File: src/logic/pmt_pkg.sv
// Constants, carrier types and the 4B/5B table for the transmit port.
// Assumes the transmit reference clock is sampled by a faster system clock.
package pmt_pkg;
   localparam int PMT_REF_HZ = 25_000_000;
   localparam int PMT_TX_CLK_FAST_HZ = 25_000_000;
   localparam int PMT_TX_CLK_SLOW_HZ = 2_500_000;
   // Reference rising edges per half period of the slow transmit clock
   localparam int PMT_DIV_HALF = PMT_REF_HZ / (2 * PMT_TX_CLK_SLOW_HZ);
   localparam logic [4:0] PMT_CODE_H = 5'h04;
   localparam logic [4:0] PMT_CODE_IDLE = 5'h1F;
   localparam logic [4:0] PMT_SYM_RESET = 5'h1F;
   localparam logic [3:0] PMT_RXD_RESET = 4'h0;
   localparam logic PMT_STRAP_IRQ_RESET = 1'b1;
   localparam logic PMT_STRAP_OP_MODE_STRAP_BIT0_RESET = 1'b0;

   typedef struct packed {
      logic en;
      logic er;
      logic [3:0] data;
   } pmt_tx_in_t;

   typedef struct packed {
      logic valid;
      logic [4:0] code;
   } pmt_sym_t;

   typedef struct packed {
      logic dv;
      logic er;
      logic [3:0] data;
   } pmt_rx_t;

   function automatic logic [4:0] pmt_enc(input logic [3:0] n);
      logic [4:0] c;
      c = 5'h1E;
      case (n)
         4'h0: c = 5'h1E;
         4'h1: c = 5'h09;
         4'h2: c = 5'h14;
         4'h3: c = 5'h15;
         4'h4: c = 5'h0A;
         4'h5: c = 5'h0B;
         4'h6: c = 5'h0E;
         4'h7: c = 5'h0F;
         4'h8: c = 5'h12;
         4'h9: c = 5'h13;
         4'hA: c = 5'h16;
         4'hB: c = 5'h17;
         4'hC: c = 5'h1A;
         4'hD: c = 5'h1B;
         4'hE: c = 5'h1C;
         default: c = 5'h1D;
      endcase
      return c;
   endfunction
endpackage

File: src/logic/pmt_tx_port.sv
// Transmit side of the media independent interface, with receive pin output and straps.
// Assumes clk is much faster than the reference clock; mode inputs share clk's domain.
`timescale 1ns/1ps

////////////////////////////////////////////////////////////////////////////////
// Notes on behaviour
// [RULE_01] A transmit nibble arrives on four data lines, line zero least significant.
// [RULE_02] At 100 Mb/s a high transmit error replaces the coded word with the /H/ code.
// [RULE_03] At 10 Mb/s the transmit error input has no effect at all.
// [RULE_04] In symbol mode coding is bypassed and the error pin is the fifth, top data bit.
// [RULE_05] The error pin is shared with the active-low interrupt and is unused in reduced-pin mode.
// [RULE_06] The MAC raises enable only over valid nibbles; only enabled data is sent.
// [RULE_07] In reduced-pin mode only the two low data lines are used.
// [RULE_08] The transmit clock runs at 25 MHz at 100 Mb/s and 2.5 MHz at 10 Mb/s.
// [RULE_09] In reduced-pin mode the transmit clock output is unused; the reference times it.
// [RULE_10] In reduced-pin mode the board should ground the two upper data lines.
// [RULE_11] Bit 0 of each receive nibble goes out on the first receive data line.
// [RULE_12] The first receive data pin is a strap giving bit 0 of the default mode.
// [RULE_13] Names starting with n are active low; reset holds the device while low.
// [RULE_14] The fourth receive data pin is strapped at reset: high picks interrupt, low error.
// [RULE_15] Receive valid is high while decoded nibbles are on the receive data lines.
// [RULE_16] Receive error is high when an error is found in the frame being passed on.
// [RULE_17] In the interface mode the inputs are taken on the rising transmit clock edge.
module pmt_tx_port (
   input wire logic clk,
   input wire logic rst_n,
   input wire logic ref_clk_in,
   input wire logic speed_100,
   input wire logic rmii_mode,
   input wire logic symbol_mode,
   input wire logic tx_en_in,
   input wire logic [3:0] txd_in,
   input wire logic shared_pin_in,
   output logic interrupt_out_low,
   output logic shared_pin_oe,
   input wire logic irq_req,
   output logic tx_clk_out,
   output pmt_pkg::pmt_sym_t sym_out,
   input wire pmt_pkg::pmt_rx_t rx_in,
   input wire logic [3:0] rxd_pin_in,
   output logic [3:0] rxd_out,
   output logic rxd_oe,
   output logic rx_dv_out,
   output logic rx_er_out,
   output logic op_mode_strap_bit0,
   output logic irq_pin_select_strap
);

   localparam int DIV_LAST = pmt_pkg::PMT_DIV_HALF - 1;

   if (pmt_pkg::PMT_DIV_HALF < 1 || pmt_pkg::PMT_DIV_HALF > 15) begin : g_div_check
      $error("Divider out of range");
   end

   ////////////////////////////////////////////////////////////////////////////
   // Two-stage synchronisers for pins
   pmt_pkg::pmt_tx_in_t tx_s1;
   pmt_pkg::pmt_tx_in_t tx_s2;
   logic ref_s1;
   logic ref_s2;
   logic ref_prev;
   logic [1:0] strap_s1;
   logic [1:0] strap_s2;

   always_ff @(posedge clk) begin
      tx_s1 <= '{en: tx_en_in, er: shared_pin_in, data: txd_in};
      tx_s2 <= tx_s1;
      ref_s1 <= ref_clk_in;
      ref_s2 <= ref_s1;
      ref_prev <= ref_s2;
      strap_s1 <= {rxd_pin_in[3], rxd_pin_in[0]};
      strap_s2 <= strap_s1;
   end

   logic ref_rise;
   assign ref_rise = ref_s2 & ~ref_prev;

   ////////////////////////////////////////////////////////////////////////////
   // Straps caught while reset is held
   always_ff @(posedge clk) begin
      if (!rst_n) begin // RULE_13
         irq_pin_select_strap <= strap_s2[1]; // RULE_14
         op_mode_strap_bit0 <= strap_s2[0]; // RULE_12
      end
   end

   logic irq_mode;
   assign irq_mode = irq_pin_select_strap;

   // Open drain: pull low only while interrupt function is selected
   assign interrupt_out_low = 1'b0;
   assign shared_pin_oe = irq_mode & irq_req; // RULE_05

   ////////////////////////////////////////////////////////////////////////////
   // Transmit clock and sample tick
   logic [3:0] div_cnt;
   logic tx_clk_q;
   logic tick;
   logic next_tx_clk;

   always_comb begin
      next_tx_clk = tx_clk_q;
      if (speed_100) begin
         next_tx_clk = ref_s2;
      end else if (ref_rise && div_cnt == 4'(DIV_LAST)) begin
         next_tx_clk = ~tx_clk_q;
      end
   end
   assign tick = next_tx_clk & ~tx_clk_q; // RULE_17

   always_ff @(posedge clk) begin
      if (!rst_n) begin
         div_cnt <= 4'h0;
         tx_clk_q <= 1'b0;
      end else begin
         tx_clk_q <= next_tx_clk; // RULE_08
         if (speed_100) begin
            div_cnt <= 4'h0;
         end else if (ref_rise) begin
            div_cnt <= (div_cnt == 4'(DIV_LAST)) ? 4'h0 : div_cnt + 4'h1;
         end
      end
   end

   always_ff @(posedge clk) begin
      if (!rst_n) begin
         tx_clk_out <= 1'b0;
      end else begin
         tx_clk_out <= next_tx_clk & ~rmii_mode; // RULE_09
      end
   end

   ////////////////////////////////////////////////////////////////////////////
   // Encoder
   logic dibit_phase;
   logic [1:0] dibit_low;
   logic er_used;
   assign er_used = tx_s2.er & ~irq_mode & ~rmii_mode; // RULE_05

   function automatic logic [4:0] code_of(input logic [3:0] n, input logic er,
                                          input logic fast, input logic sym);
      logic [4:0] c;
      c = {1'b0, n};
      if (fast && sym) begin
         c = {er, n}; // RULE_04
      end else if (fast && er) begin
         c = pmt_pkg::PMT_CODE_H; // RULE_02
      end else if (fast) begin
         c = pmt_pkg::pmt_enc(n);
      end
      return c; // RULE_03
   endfunction

   always_ff @(posedge clk) begin
      if (!rst_n) begin
         sym_out <= '{valid: 1'b0, code: pmt_pkg::PMT_SYM_RESET};
         dibit_phase <= 1'b0;
         dibit_low <= 2'h0;
      end else if (tick) begin
         if (!tx_s2.en) begin // RULE_06
            sym_out <= '{valid: 1'b0, code: pmt_pkg::PMT_CODE_IDLE};
            dibit_phase <= 1'b0;
         end else if (rmii_mode) begin
            if (!dibit_phase) begin
               dibit_low <= tx_s2.data[1:0]; // RULE_07
               dibit_phase <= 1'b1;
               sym_out.valid <= 1'b0;
            end else begin
               sym_out <= '{valid: 1'b1,
                  code: code_of({tx_s2.data[1:0], dibit_low}, 1'b0, speed_100, symbol_mode)};
               dibit_phase <= 1'b0;
            end
         end else begin
            sym_out <= '{valid: 1'b1,
               code: code_of(tx_s2.data, er_used, speed_100, symbol_mode)}; // RULE_01
         end
      end
   end

   ////////////////////////////////////////////////////////////////////////////
   // Receive pins; drive drops at once in reset so the strap pins show their pulls
   logic rx_drive;
   assign rxd_oe = rx_drive & rst_n; // RULE_14

   always_ff @(posedge clk) begin
      if (!rst_n) begin
         rxd_out <= pmt_pkg::PMT_RXD_RESET;
         rx_drive <= 1'b0;
         rx_dv_out <= 1'b0;
         rx_er_out <= 1'b0;
      end else begin
         rxd_out <= rx_in.data; // RULE_11
         rx_drive <= 1'b1;
         rx_dv_out <= rx_in.dv; // RULE_15
         rx_er_out <= rx_in.er; // RULE_16
      end
   end

   ////////////////////////////////////////////////////////////////////////////
   // Checks
   AST_TXER_H: assert property (@(posedge clk) disable iff (!rst_n) // RULE_02
      tick && tx_s2.en && !rmii_mode && speed_100 && !symbol_mode && er_used
      |=> sym_out.valid && sym_out.code == pmt_pkg::PMT_CODE_H)
      else $error("Transmit error did not give the H code");

   AST_TEN_IGNORE_ER: assert property (@(posedge clk) disable iff (!rst_n) // RULE_03
      tick && tx_s2.en && !rmii_mode && !speed_100
      |=> sym_out.code == {1'b0, $past(tx_s2.data)})
      else $error("Slow mode output depends on transmit error");

   AST_SYMBOL: assert property (@(posedge clk) disable iff (!rst_n) // RULE_04
      tick && tx_s2.en && !rmii_mode && speed_100 && symbol_mode
      |=> sym_out.code == {$past(er_used), $past(tx_s2.data)})
      else $error("Symbol mode word wrong");

   AST_PIN_SHARE: assert property (@(posedge clk) disable iff (!rst_n) // RULE_05
      (shared_pin_oe |-> irq_mode) and
      (tick && tx_s2.en && !rmii_mode && speed_100 && !symbol_mode && irq_mode
      |=> sym_out.code == pmt_pkg::pmt_enc($past(tx_s2.data))))
      else $error("Shared pin driven outside interrupt function");

   AST_ONLY_ENABLED: assert property (@(posedge clk) disable iff (!rst_n) // RULE_06
      tick && !tx_s2.en |=> !sym_out.valid ##1 ($stable(sym_out) || $past(tick)))
      else $error("Unqualified data sent");

   AST_RMII_PAIR: assert property (@(posedge clk) disable iff (!rst_n) // RULE_07
      tick && rmii_mode && tx_s2.en && dibit_phase && speed_100 && !symbol_mode
      |=> sym_out.code == pmt_pkg::pmt_enc({$past(tx_s2.data[1:0]), $past(dibit_low)}))
      else $error("Reduced-pin nibble not paired from low dibits");

   AST_SLOW_CLK: assert property (@(posedge clk) disable iff (!rst_n) // RULE_08
      !speed_100 && $past(!speed_100) && $changed(tx_clk_q)
      |-> $past(ref_rise) && $past(div_cnt) == 4'(DIV_LAST))
      else $error("Slow transmit clock edge off the divider");

   AST_RMII_NO_TXCLK: assert property (@(posedge clk) disable iff (!rst_n) // RULE_09
      rmii_mode |=> !tx_clk_out)
      else $error("Transmit clock driven in reduced-pin mode");

   AST_RXD0: assert property (@(posedge clk) disable iff (!rst_n) // RULE_11
      rst_n |=> rxd_out[0] == $past(rx_in.data[0]) && rx_dv_out == $past(rx_in.dv))
      else $error("Receive line zero or valid wrong");

   AST_STRAP_HOLD: assert property (@(posedge clk) disable iff (!rst_n) // RULE_12
      $past(rst_n) |-> $stable(op_mode_strap_bit0) && $stable(irq_pin_select_strap))
      else $error("Strap changed outside reset");

   AST_RESET_QUIET: assert property (@(posedge clk) // RULE_13
      !rst_n |=> !rx_dv_out && !rxd_oe && !sym_out.valid && !tx_clk_out)
      else $error("Outputs active during reset");

endmodule

File: config.mk
export PLATFORM = sky130hd
export DESIGN_NAME = pmt_tx_port
export DESIGN_NICKNAME = d
export VERILOG_FILES = /design/src/logic/pmt_pkg.sv /design/src/logic/pmt_tx_port.sv
export SDC_FILE = /design/constraint.sdc
export NUM_CORES = 1
export LEC_CHECK = 0
export BUFFER_PORTS_ARGS = -buffer_cell sky130_fd_sc_hd__buf_2
export CAP_MARGIN = 20
export CORE_MARGIN = 4
export CORE_UTILIZATION = 50
export CTS_CLUSTER_SIZE = 8
export DETAILED_ROUTE_END_ITERATION = 12
export PLACE_DENSITY = 0.76
export SLEW_MARGIN = 5
export SYNTH_ARGS = -nofsm -noshare
export SYNTH_HDL_FRONTEND = slang
export SYNTH_SLANG_ARGS = --single-unit
File: constraint.sdc
create_clock -name clk -period 1.9 [get_ports clk]
set_input_delay 0 -clock clk [delete_from_list [all_inputs] [get_ports clk]]
set_output_delay 0 -clock clk [all_outputs]
set_load 0.02 [all_outputs]
==> results of run 1 <==
worst min path at each step:
stage,startpoint,endpoint,slack [ns]
floorplan,ref_clk_in,ref_s1,0.03
global placement,tx_en_in,tx_s1[5],0.10
detailed placement,rxd_pin_in[0],strap_s1[0],0.10
CTS,symbol_mode,sym_out[4],0.15
global route,symbol_mode,sym_out[4],0.18
finish,symbol_mode,sym_out[4],0.16
stage by stage:
stage / utilization, % / power (mW) / instances
6_report: 68.43 / 1.826 / 258
5_1_grt: 68.43 / 1.903 / 258
4_1_cts: 68.39 / 1.836 / 258
3_5_place_dp: 59.96 / 1.239 / 232
3_3_place_gp: 59.96 / 1.232 / 232
2_1_floorplan: - / 1.183 / 155
cells in the mapped netlist:
master and n:
o32a_1 3, nand2_1 7, dfxtp_1 45, o211ai_1 2, nor3b_1 2, o311a_1 1, o21a_1 1, a21oi_1 5
inv_1 5, buf_2 1, and2b_4 1, buf_4 1, o22a_1 1, nor2b_1 9, nand3_1 4, a21boi_1 1
a32oi_1 1, o21ai_0 7, a211o_1 1, or3_4 1, buf_6 1, o2111ai_1 1, o31ai_1 1, o21bai_1 2
ha_1 2, mux2i_1 2, nand4_1 2, nand2b_1 4, o21ai_2 1, nor2_1 9, conb_1 1, edfxtp_1 2
xor2_1 2, clkbuf_1 2, and4bb_4 1, and2_1 8, or3_1 1, nand3b_1 2, or2_2 1, o311ai_1 1
a31oi_1 3, nor3_1 6, xnor2_1 1
cell families (layout without fill, tap and decap cells):
logic type	count (synthesis)	in the layout	synth area share [%]
DFF	47	47	58.45
and+or+nand+nor	58	58	20.32
buffers and inverters	10	69	3.044
adders and majority gates	2	2	1.522
xor gates and xnor gates	3	3	1.598
AOI/OAI and AO/OA	32	32	13.62
muxes	2	2	1.218
other	1	1	0.2281
placed cells by master (no fill, tap or decap), types with 2 or more instances in the layout:
cell type / instances
inv_1: 5
o211ai_1: 2
nand3_1: 4
dlygate4sd3_1: 18
a31oi_1: 3
o21ai_0: 7
a21oi_1: 5
o21bai_1: 2
xor2_1: 2
ha_1: 2
nand2_1: 7
clkbuf_4: 5
nand3b_1: 2
nor2_1: 9
nand2b_1: 4
dfxtp_1: 44
nor3b_1: 2
nor2b_1: 9
mux2i_1: 2
buf_2: 37
nor3_1: 6
edfxtp_1: 2
nand4_1: 2
and2_1: 8
o32a_1: 3
metal layers:
layer  up-vias  part of all wire [%]
li1        657                     -
met1       573                    43
met2        41                    49
met3        10                   5.3
met4         0                   2.3
met5         -                     0
what timing repair did:
item	in CTS	in global routing
hold endpoints to repair	18	0
hold buffers	18	0
setup endpoints to repair	0	1
gates resized for setup	0	1
sequential cells by signal, indices dropped and copies added, names as in the netlist, 2 cells and up, named ones only:
signal	count
dibit_low	2
div_cnt	4
rxd_out	4
strap_s1	2
strap_s2	2
sym_out	6
tx_s1	6
tx_s2	6
worst register-to-register path, delay by kind of cell, from the launching register on:
kind | cells | cell delay, ns
DFF | 1 | 0.36
AOI/OAI and AO/OA | 2 | 0.43
adders and majority gates | 1 | 0.16
buffers and inverters | 1 | 0.07
and+or+nand+nor | 2 | 0.67
cell type report:
cell class | count | share of cell area, %
clock buffer | 5 | 1.768
timing repair buffer | 56 | 17.56
multi-input combinational | 98 | 29.82
sequential | 47 | 45.32
inverter | 5 | 0.8839
clock inverter | 3 | 2.062
tap | 44 | 2.593
report_power, final:
group | switching (mW) | leakage, nW | internal [mW] | total, mW
combinational | 0.0883 | 0.445 | 0.0904 | 0.179
sequential | 0.0260 | 0.394 | 1.04 | 1.07
clock | 0.305 | 0.0452 | 0.277 | 0.582
==> reports/qor.yml, run 1 <==
global_routing:
  grt_start_max_net_pins: 18
  met1_usage_pct: 17.66
  grtUsageMet3_pct: 4.444
  grt_pass1_vias: 1225
  grt_usage_pct: 15.92
  antenna_found_initial: 0
  grt.overflow.total: 0
  top_usage_layer: "met2"
  grt_first_pass_wirelength_um: 5257
  use_met2_pct: 28.07
timing:
  finalCritPeriodShare_pct: 93.91
  fmax_mhz: 560.5
  tns_ns: 0
  fin_crit_ns: 1.784
  hold_slack_ns: 0.1591
  setup_viol: 0
  hold_viol: 0
  setup_slack_ns: 0.1158
  rsz0062_at_grt: "no"
  final-max-slew-violation-count: 0
  clock_skew_ns: 0.007623
clock_network:
  cts_root_buf: "clkbuf_4"
  clk_pin_slew_ns: 0.13
  clk_latency_ns: 0.35
  cts_buffers: 5
  cts_setup_buffers: 0
  cts_tree: "yes"
  cts_buffer_depth: 2
  clock_sinks: 47
  htreeDepth: 2
floorplan:
  die_area_mm2: 0.004269
  core_mm2: 0.003103
  rows: 20
  die_y_um: 65.34
  start_util_pct: 52.98
  ios: 41
  die_w_um: 65.34
drt:
  ant_nets: 0
  drc_errors: 0
  drt_iter0_drc: 22
  drtPass1Iterations: 4
  vias_per_cell: 4.965
  num_vias: 1281
  routedWlPerCell_um: 12.25
  wl_um: 3160
critical_path:
  cp_slowest_cell: "or3_4"
  critPathMaxStageDelay_ns: 0.41
  worst-setup-path-type: "reg2reg"
  crit_buf_inv: 1
  worst_path_dominant_cell_family: "simple AND/OR/NAND/NOR gates"
  crit_arrival_ns: 2.03
  crit_path_end: "sym_out[4]"
  reg2reg_from: "div_cnt[1]"
  startpoint: "div_cnt[1]"
  worst-r2r-setup-slack_ns: 0.12
  reg2reg_to: "sym_out[4]"
  required_ns: 2.15
  reg2regPathDepth: 6
  critical_path_depth: 6
  startpoint_type: "flip-flop"
  crit_chain: "inv_1 -> ha_1 -> and4bb_4 -> o21ai_2 -> or3_4 -> o32a_1"
  crit_fanout: 3
  critPathCaptureType: "flip-flop"
place:
  io_buffers: 37
  hpwl_um: 2276
  dp_slack_ns: 0.1344
  gp_congestion: 0.8364
  place_area_mm2: 0.001861
synth:
  synthCells: 155
  synth_top_area_share_pct: 54.79
  ys_warn_count: 0
  synthTopCellsByArea: "dfxtp_1, edfxtp_1, nor2b_1, and2_1, o21ai_0"
  yosys.cell_types.count: 43
  synth_top_area_cell: "dfxtp_1"
  yosysSeqAreaShare_pct: 58.45
  ys_seq_elements: 47
  syn-mean-instance-area_um2: 10.61
  synth_nets: 180
  synth_area_mm2: 0.001644
final_layout:
  fin_nets: 238
  syn_to_final_growth_pct: 29.15
  multiInputGateArea_um2: 633.1
  drive_gt1_share_pct: 24.30
  nFillCells: 270
  final_design_area_no_fill_mm2: 0.002123
  ff_latch_area_um2: 962.2
  n_antenna_cell: 0
pwr:
  ir_drop_uv: 682.2
  power.density_mw_per_mm2: 860.1
  leakage_nw: 0.8847
hold_path:
  hold_path_depth: 3
  hold_path.class: "in2reg"
flow_run:
  cap_violations: 0
outcome:
  outcome: "finished clean"
(Power assumes the default switching activity.)
==> inputs of run 2 (changes only) <==
--- a/config.mk
+++ b/config.mk
@@ -5,13 +5,14 @@
 export SDC_FILE = /design/constraint.sdc
 export NUM_CORES = 1
 export LEC_CHECK = 0
+export ABC_AREA = 1
 export BUFFER_PORTS_ARGS = -buffer_cell sky130_fd_sc_hd__buf_2
 export CAP_MARGIN = 20
 export CORE_MARGIN = 4
 export CORE_UTILIZATION = 50
 export CTS_CLUSTER_SIZE = 8
 export DETAILED_ROUTE_END_ITERATION = 12
-export PLACE_DENSITY = 0.76
+export PLACE_DENSITY = 0.75
 export SLEW_MARGIN = 5
 export SYNTH_ARGS = -nofsm -noshare
 export SYNTH_HDL_FRONTEND = slang
==> reports/qor.yml, run 2 <==
clock_network:
  clock_sinks: 47  # unchanged
  cts_resized: 0  # unchanged
  clk_latency_ns: 0.35  # about the same
  cts_root_buf: "clkbuf_4"
  cts_tree: "yes"
  clk_pin_slew_ns: 0.12  # about the same
  cts_setup_buffers: 0  # unchanged
  cts_buffer_depth: 2  # unchanged
  cts_buffers: 5  # unchanged
  htreeDepth: 2  # unchanged
  holdBufCountCts: 23  # +5
pwr:
  leakage_nw: 1.062  # +20%
  power.density_mw_per_mm2: 790.9  # -8.0%
  finalPower_mw: 1.770  # -3.1%
  ir_drop_uv: 513.7  # -25%
floorplan:
  rows: 21  # +5.0%
  ios: 41  # unchanged
  die_area_mm2: 0.004440  # +4.0%
  die_w_um: 66.64  # +2.0%
  die_y_um: 66.64  # +2.0%
  core_mm2: 0.003337  # +7.5%
  start_util_pct: 51.52  # -1.5 points
critical_path:
  critPathCaptureType: "flip-flop"
  startpoint_type: "flip-flop"
  startpoint: "div_cnt[0]"
  crit_fanout: 5  # +2
  reg2reg_from: "div_cnt[0]"
  worst-setup-path-type: "reg2reg"
  crit_arrival_ns: 1.76  # -0.27 ns
  required_ns: 2.20  # +0.05 ns
place:
  dp_slack_ns: 0.4311  # +0.2967 ns
  dp_cells: 286  # +23%
  hpwl_um: 2261  # -0.68%
  gp_congestion: 0.9231  # +10%
  io_buffers: 37  # unchanged
outcome:
  outcome: "finished clean"
synth:
  yosysSeqAreaShare_pct: 55.90  # -2.6 points
  ys_warn_count: 0  # unchanged
  synth_top_flop_cell: "dfxtp_1"
  synthCells: 205  # +32%
  synth-edff-count: 2  # unchanged
  synthTopCellsByArea: "dfxtp_1, nand2_1, inv_1, nand3_1, edfxtp_1"
  synth_top_area_share_pct: 52.40  # -2.4 points
  synth_top_area_cell: "dfxtp_1"
  synth_nets: 230  # +28%
  yosys.cell_types.count: 27  # -37%
  async_flop_share_pct: 0  # unchanged
  synth_area_mm2: 0.001719  # +4.6%
  syn-mean-instance-area_um2: 8.386  # -21%
  synth_most_common_cell: "dfxtp_1"
  synthTopCellsByCount: "dfxtp_1, nand2_1, inv_1"
  ys_seq_elements: 47  # unchanged
global_routing:
  antenna_found_initial: 0  # unchanged
  grt_first_pass_wirelength_um: 5699  # +8.4%
  grt_start_max_net_pins: 17  # -1
  grt.overflow.total: 0  # unchanged
  use_met2_pct: 30.57  # +2.5 points
  met1_usage_pct: 18.97  # +1.3 points
  grt_pass1_vias: 1384  # +13%
  grtUsageMet3_pct: 4.047  # -0.40 points
  top_usage_layer: "met2"
  grt_usage_pct: 16.98  # +1.1 points
timing:
  finalCritPeriodShare_pct: 77.22  # -17 points
  fmax_mhz: 681.5  # +22%
  fin_crit_ns: 1.467  # -0.3169 ns
  hold_slack_ns: 0.02265  # -0.1364 ns
  rsz0062_at_grt: "no"
  clock_skew_ns: 0.01227  # +0.004644 ns
  hold_viol: 0  # unchanged
  final-max-slew-violation-count: 0  # unchanged
  setup_viol: 0  # unchanged
  tns_ns: 0  # unchanged
  setup_slack_ns: 0.4327  # +0.3169 ns
final_layout:
  reg_top3: "sym_out x6, tx_s1 x6, tx_s2 x6"
  final_common_cell: "dfxtp_1"
  fin_nets: 295  # +24%
  fin_cells: 317  # +23%
  n_antenna_cell: 0  # unchanged
  mostFrequentLayoutCells: "dfxtp_1, nand2_1, buf_2"
  drive_gt1_share_pct: 23.25  # -1.1 points
  syn_to_final_growth_pct: 30.20
drt:
  drt_iter0_drc: 95  # +330%
  drc_errors: 0  # unchanged
  routedWlPerCell_um: 10.54  # -14%
  vias_per_cell: 4.552  # -8.3%
  num_vias: 1443  # +13%
  wl_um: 3340  # +5.7%
  drtPass1Iterations: 4  # unchanged
  ant_nets: 0  # unchanged
flow_run:
  cap_violations: 0  # unchanged
hold_path:
  hold_path.class: "in2reg"
  hold_path_startpoint: "speed_100"
## run 2: cell types whose count changed in the layout (fill, tap and decap cells not counted), moves of 6 or more
cell     previous run  this run
and2_1              8         0
nor2b_1             9         0
inv_2               0         6
nand2_1             7        44
a21oi_1             5        11
inv_1               5        27
nand3_1             4        19
nor2_1              9        16
## run 2: final timing paths
path / to / slack (ns) / depth (start not counted)
worst max-delay path: sym_out[0] / 0.43 / 9
worst min-delay path: div_cnt[1] / 0.02 / 4
worst max register to register: sym_out[0] / 0.43 / 9
worst min register to register: ref_s2 / 0.34 / 0
## run 2: through the flow
step	util [%]	area, um^2
final	67.08	2238
after global routing	67.08	2238
after CTS	67.08	2238
after detailed placement	58.46	1951
after global placement	58.46	1951
after floorplan	-	1719
## run 2: final cells by class
cell class | instances | area [um^2]
clock buffers | 6 | 41.29
clock inverters | 2 | 16.27
repair buffers | 60 | 415.4
fillers | 301 | 1099
multi-input cells | 122 | 614.3
inverters | 34 | 132.6
well taps | 46 | 57.56
flip-flops and latches | 47 | 960.9
## run 2: worst max-delay path: stages (launching register included)
cell and delay, ns:
dfxtp_1 0.37, inv_1 0.07, ha_1 0.21, nand3_1 0.09
nor2_2 0.06, o211ai_4 0.29, inv_2 0.07, nand2_2 0.11
nand2_1 0.07, nand3_1 0.07
## run 2: kinds of logic (layout without fill, tap and decap cells)
kind of cell    count (synthesis)  after routing  synth area share [%]
simple gates                   91             91                 24.31
flops                          47             47                 55.90
buf+inv                        36            102                 8.370
compound gates                 28             28                 9.753
fa+ha+maj                       2              2                 1.455
other cells                     1              1                0.2181
## run 2: report_power, final
part,switching [mW],total (mW),internal [mW]
Combinational,0.138,0.242,0.104
Clock,0.306,0.456,0.150
Sequential,0.0257,1.07,1.05
## run 2: layer usage
layer / vias to the layer above / share of wire (%)
met4: 0 / 2.1
met2: 27 / 53
met3: 7 / 3.6
met5: - / 0
met1: 642 / 41
li1: 767 / -
==> inputs of run 3 (changes only) <==
--- a/config.mk
+++ b/config.mk
@@ -9,10 +9,10 @@
 export BUFFER_PORTS_ARGS = -buffer_cell sky130_fd_sc_hd__buf_2
 export CAP_MARGIN = 20
 export CORE_MARGIN = 4
-export CORE_UTILIZATION = 50
+export CORE_UTILIZATION = 47
 export CTS_CLUSTER_SIZE = 8
 export DETAILED_ROUTE_END_ITERATION = 12
-export PLACE_DENSITY = 0.75
+export PLACE_DENSITY = 0.74
 export SLEW_MARGIN = 5
 export SYNTH_ARGS = -nofsm -noshare
 export SYNTH_HDL_FRONTEND = slang
==> constraint.sdc (replaced) <==
create_clock -name clk -period 1.2 [get_ports clk]
set_input_delay 0 -clock clk [delete_from_list [all_inputs] [get_ports clk]]
set_output_delay 0 -clock clk [all_outputs]
set_load 0.02 [all_outputs]
==> reports/qor.yml, run 3 (synthesized netlist as in run 2, its figures left out) <==
clock_network:
  cts_buffer_depth: 2  # unchanged
  cts_root_buf: "clkbuf_8"
  htreeDepth: 2  # unchanged
  cts_buffers: 5  # unchanged
  cts_tree: "yes"
  clk_pin_slew_ns: 0.08  # -0.04 ns
  clk_latency_ns: 0.29  # -0.06 ns
  clock_sinks: 47  # unchanged
pwr:
  power.density_mw_per_mm2: 1278  # +62%
  finalPower_mw: 3.057  # +73%
  intPower_mw: 2.257  # +74%
  combPwrFrac_pct: 13.7  # about the same
  swShare_pct: 26.15  # -0.38 points
  leakage_nw: 1.139  # +7.2%
  p_sw_uw: 799.2  # +70%
  ir_drop_uv: 921.7  # +79%
  pwr-share-clk_pct: 30.8  # +5.0 points
  pwr-share-seq_pct: 55.5  # -5.1 points
flow_run:
  cap_violations: 0  # unchanged
floorplan:
  die_y_um: 68.48  # +2.8%
  core_mm2: 0.003442  # +3.1%
  ios: 41  # unchanged
  die_area_mm2: 0.004690  # +5.6%
  start_util_pct: 49.95  # -1.6 points
  die_w_um: 68.48  # +2.8%
  rows: 21  # unchanged
timing:
  fin_crit_ns: 1.309  # -0.1581 ns
  finalCritPeriodShare_pct: 109.1  # +32 points
  clock_skew_ns: 0.002995  # -0.009272 ns
  hold_slack_ns: 0.03208  # +0.009428 ns
  final-max-slew-violation-count: 0  # unchanged
  setup_viol: 10  # +10
  hold_viol: 0  # unchanged
  setup_slack_ns: -0.1091  # -0.5419 ns
  fmax_mhz: 763.9  # +12%
  rsz0062_at_grt: "yes"
final_layout:
  syn_to_final_growth_pct: 39.08
  n_antenna_cell: 0  # unchanged
  ff_latch_area_um2: 964.7  # +0.39%
  multiInputGateArea_um2: 700.7  # +14%
  fin_nets: 301  # +2.0%
  reg_top3: "sym_out x6, tx_s1 x6, tx_s2 x6"
  fin_cells: 323  # +1.9%
  final_design_area_no_fill_mm2: 0.002391  # +6.8%
  mostFrequentLayoutCells: "dfxtp_1, nand2_1, buf_2"
  final_common_cell: "dfxtp_1"
  drive_gt1_share_pct: 34.30  # +11 points
  nFillCells: 277  # -8.0%
drt:
  drt_iter0_drc: 58  # -39%
  ant_nets: 0  # unchanged
  routedWlPerCell_um: 10.75  # +2.0%
  wl_um: 3472  # +4.0%
  vias_per_cell: 4.514  # -0.84%
  drc_errors: 0  # unchanged
  drtPass1Iterations: 5  # +1
  num_vias: 1458  # +1.0%
critical_path:
  worst-setup-path-type: "reg2reg"
  cp_slowest_cell: "dfxtp_2"
  worst-r2r-setup-slack_ns: -0.11  # -0.54 ns
  crit_chain: "inv_2 -> ha_4 -> nand3_4 -> nor2_4 -> o211ai_4 -> inv_2 -> nand2_4 -> nand2_1 -> nand3_1"
  reg2reg_from: "div_cnt[0]"
  required_ns: 1.44  # -0.76 ns
  critPathCaptureType: "flip-flop"
  startpoint: "div_cnt[0]"
  reg2reg_to: "sym_out[4]"
  startpoint_type: "flip-flop"
  critPathMaxStageDelay_ns: 0.34  # -0.03 ns
  cp_common_cell: "inv_2"
  crit_arrival_ns: 1.55  # -0.21 ns
  crit_fanout: 5  # unchanged
  reg2regPathDepth: 9  # unchanged
global_routing:
  grt_first_pass_wirelength_um: 5740  # +0.72%
  antenna_found_initial: 0  # unchanged
  grt_start_max_net_pins: 16  # -1
  grt_usage_pct: 16.64  # -0.34 points
  grt.overflow.total: 0  # unchanged
  grt_pass1_vias: 1352  # -2.3%
outcome:
  outcome: "finished, violations left"
  violations: "setup timing"
hold_path:
  hold_path.class: "in2reg"
  hold_path_startpoint: "rst_n"
  hold_path_depth: 3  # -1
  whs_endpoint: "dibit_phase"
place:
  io_buffers: 37  # unchanged
  place_area_mm2: 0.002058  # +5.5%
  dp_cells: 297  # +3.8%
  gp_congestion: 0.8902  # -3.6%
  hpwl_um: 2374  # +5.0%
==> run 3: cell count changes in the layout (fill, tap and decap cells not counted), sizes merged <==
cell,previous run,this run
dlygate4sd3,23,16
buf,37,50
==> run 3: per-layer routing <==
layer  vias up  global-route usage [%]  share of wire [%]  wire length (um)
met5         -                       0                  0                 0
met4         0                   6.700                1.4                47
met3         6                   4.926                4.9               169
met2        31                   26.94                 49              1713
met1       637                   20.53                 44              1541
li1        784                       -                  -                 -
==> run 3: worst max-delay path, delay by kind of cell, from the launching register on <==
kind / cells / cell delay, ns
fa+ha+maj: 1 / 0.16
buf+inv: 2 / 0.15
simple gates: 5 / 0.32
flops: 1 / 0.34
compound gates: 1 / 0.28
==> run 3: metrics by stage <==
step / setup slack, ns / setup TNS (ns) / util, %
floorplan: -0.06427 / -0.4400 / -
global placement: -0.1105 / -0.6957 / 59.80
detailed placement: -0.1435 / -1.132 / 59.80
CTS: -0.1350 / -0.9102 / 68.59
global route: -0.2283 / -2.004 / 69.47
finish: -0.1091 / -0.8861 / 69.47
==> run 3: cell type report <==
cell class	count	area share, %
Clock buffer	6	3.035
Clock inverter	2	0.6803
Inverter	34	5.547
Multi-Input combinational cell	122	29.30
Sequential cell	47	40.35
Tap cell	46	2.407
Timing Repair Buffer	66	18.68
==> run 3: power by group through the flow <==
stage          Clock [mW]  Combinational [mW]  Sequential [mW]
2_1_floorplan           0               0.181             1.77
3_5_place_dp            0               0.351             1.73
3_3_place_gp            0               0.345             1.73
4_1_cts             0.965               0.406             1.70
6_report            0.941               0.418             1.70
5_1_grt              1.04               0.466             1.71
==> run 3: how the worst max path moves through the flow <==
stage / end / slack, ns
2_1_floorplan: sym_out[0] / -0.06
3_3_place_gp: sym_out[0] / -0.11
3_5_place_dp: dibit_low[0] / -0.14
4_1_cts: dibit_low[0] / -0.13
5_1_grt: dibit_low[0] / -0.23
6_report: sym_out[4] / -0.11
==> run 3: repair_timing <==
item                       4_1_cts  5_1_grt
hold endpoints to repair        16        0
pin swaps                        7        9
hold buffers                    16        0
gates resized for setup         10        9
setup buffers                    1        2
setup endpoints to repair       11       12
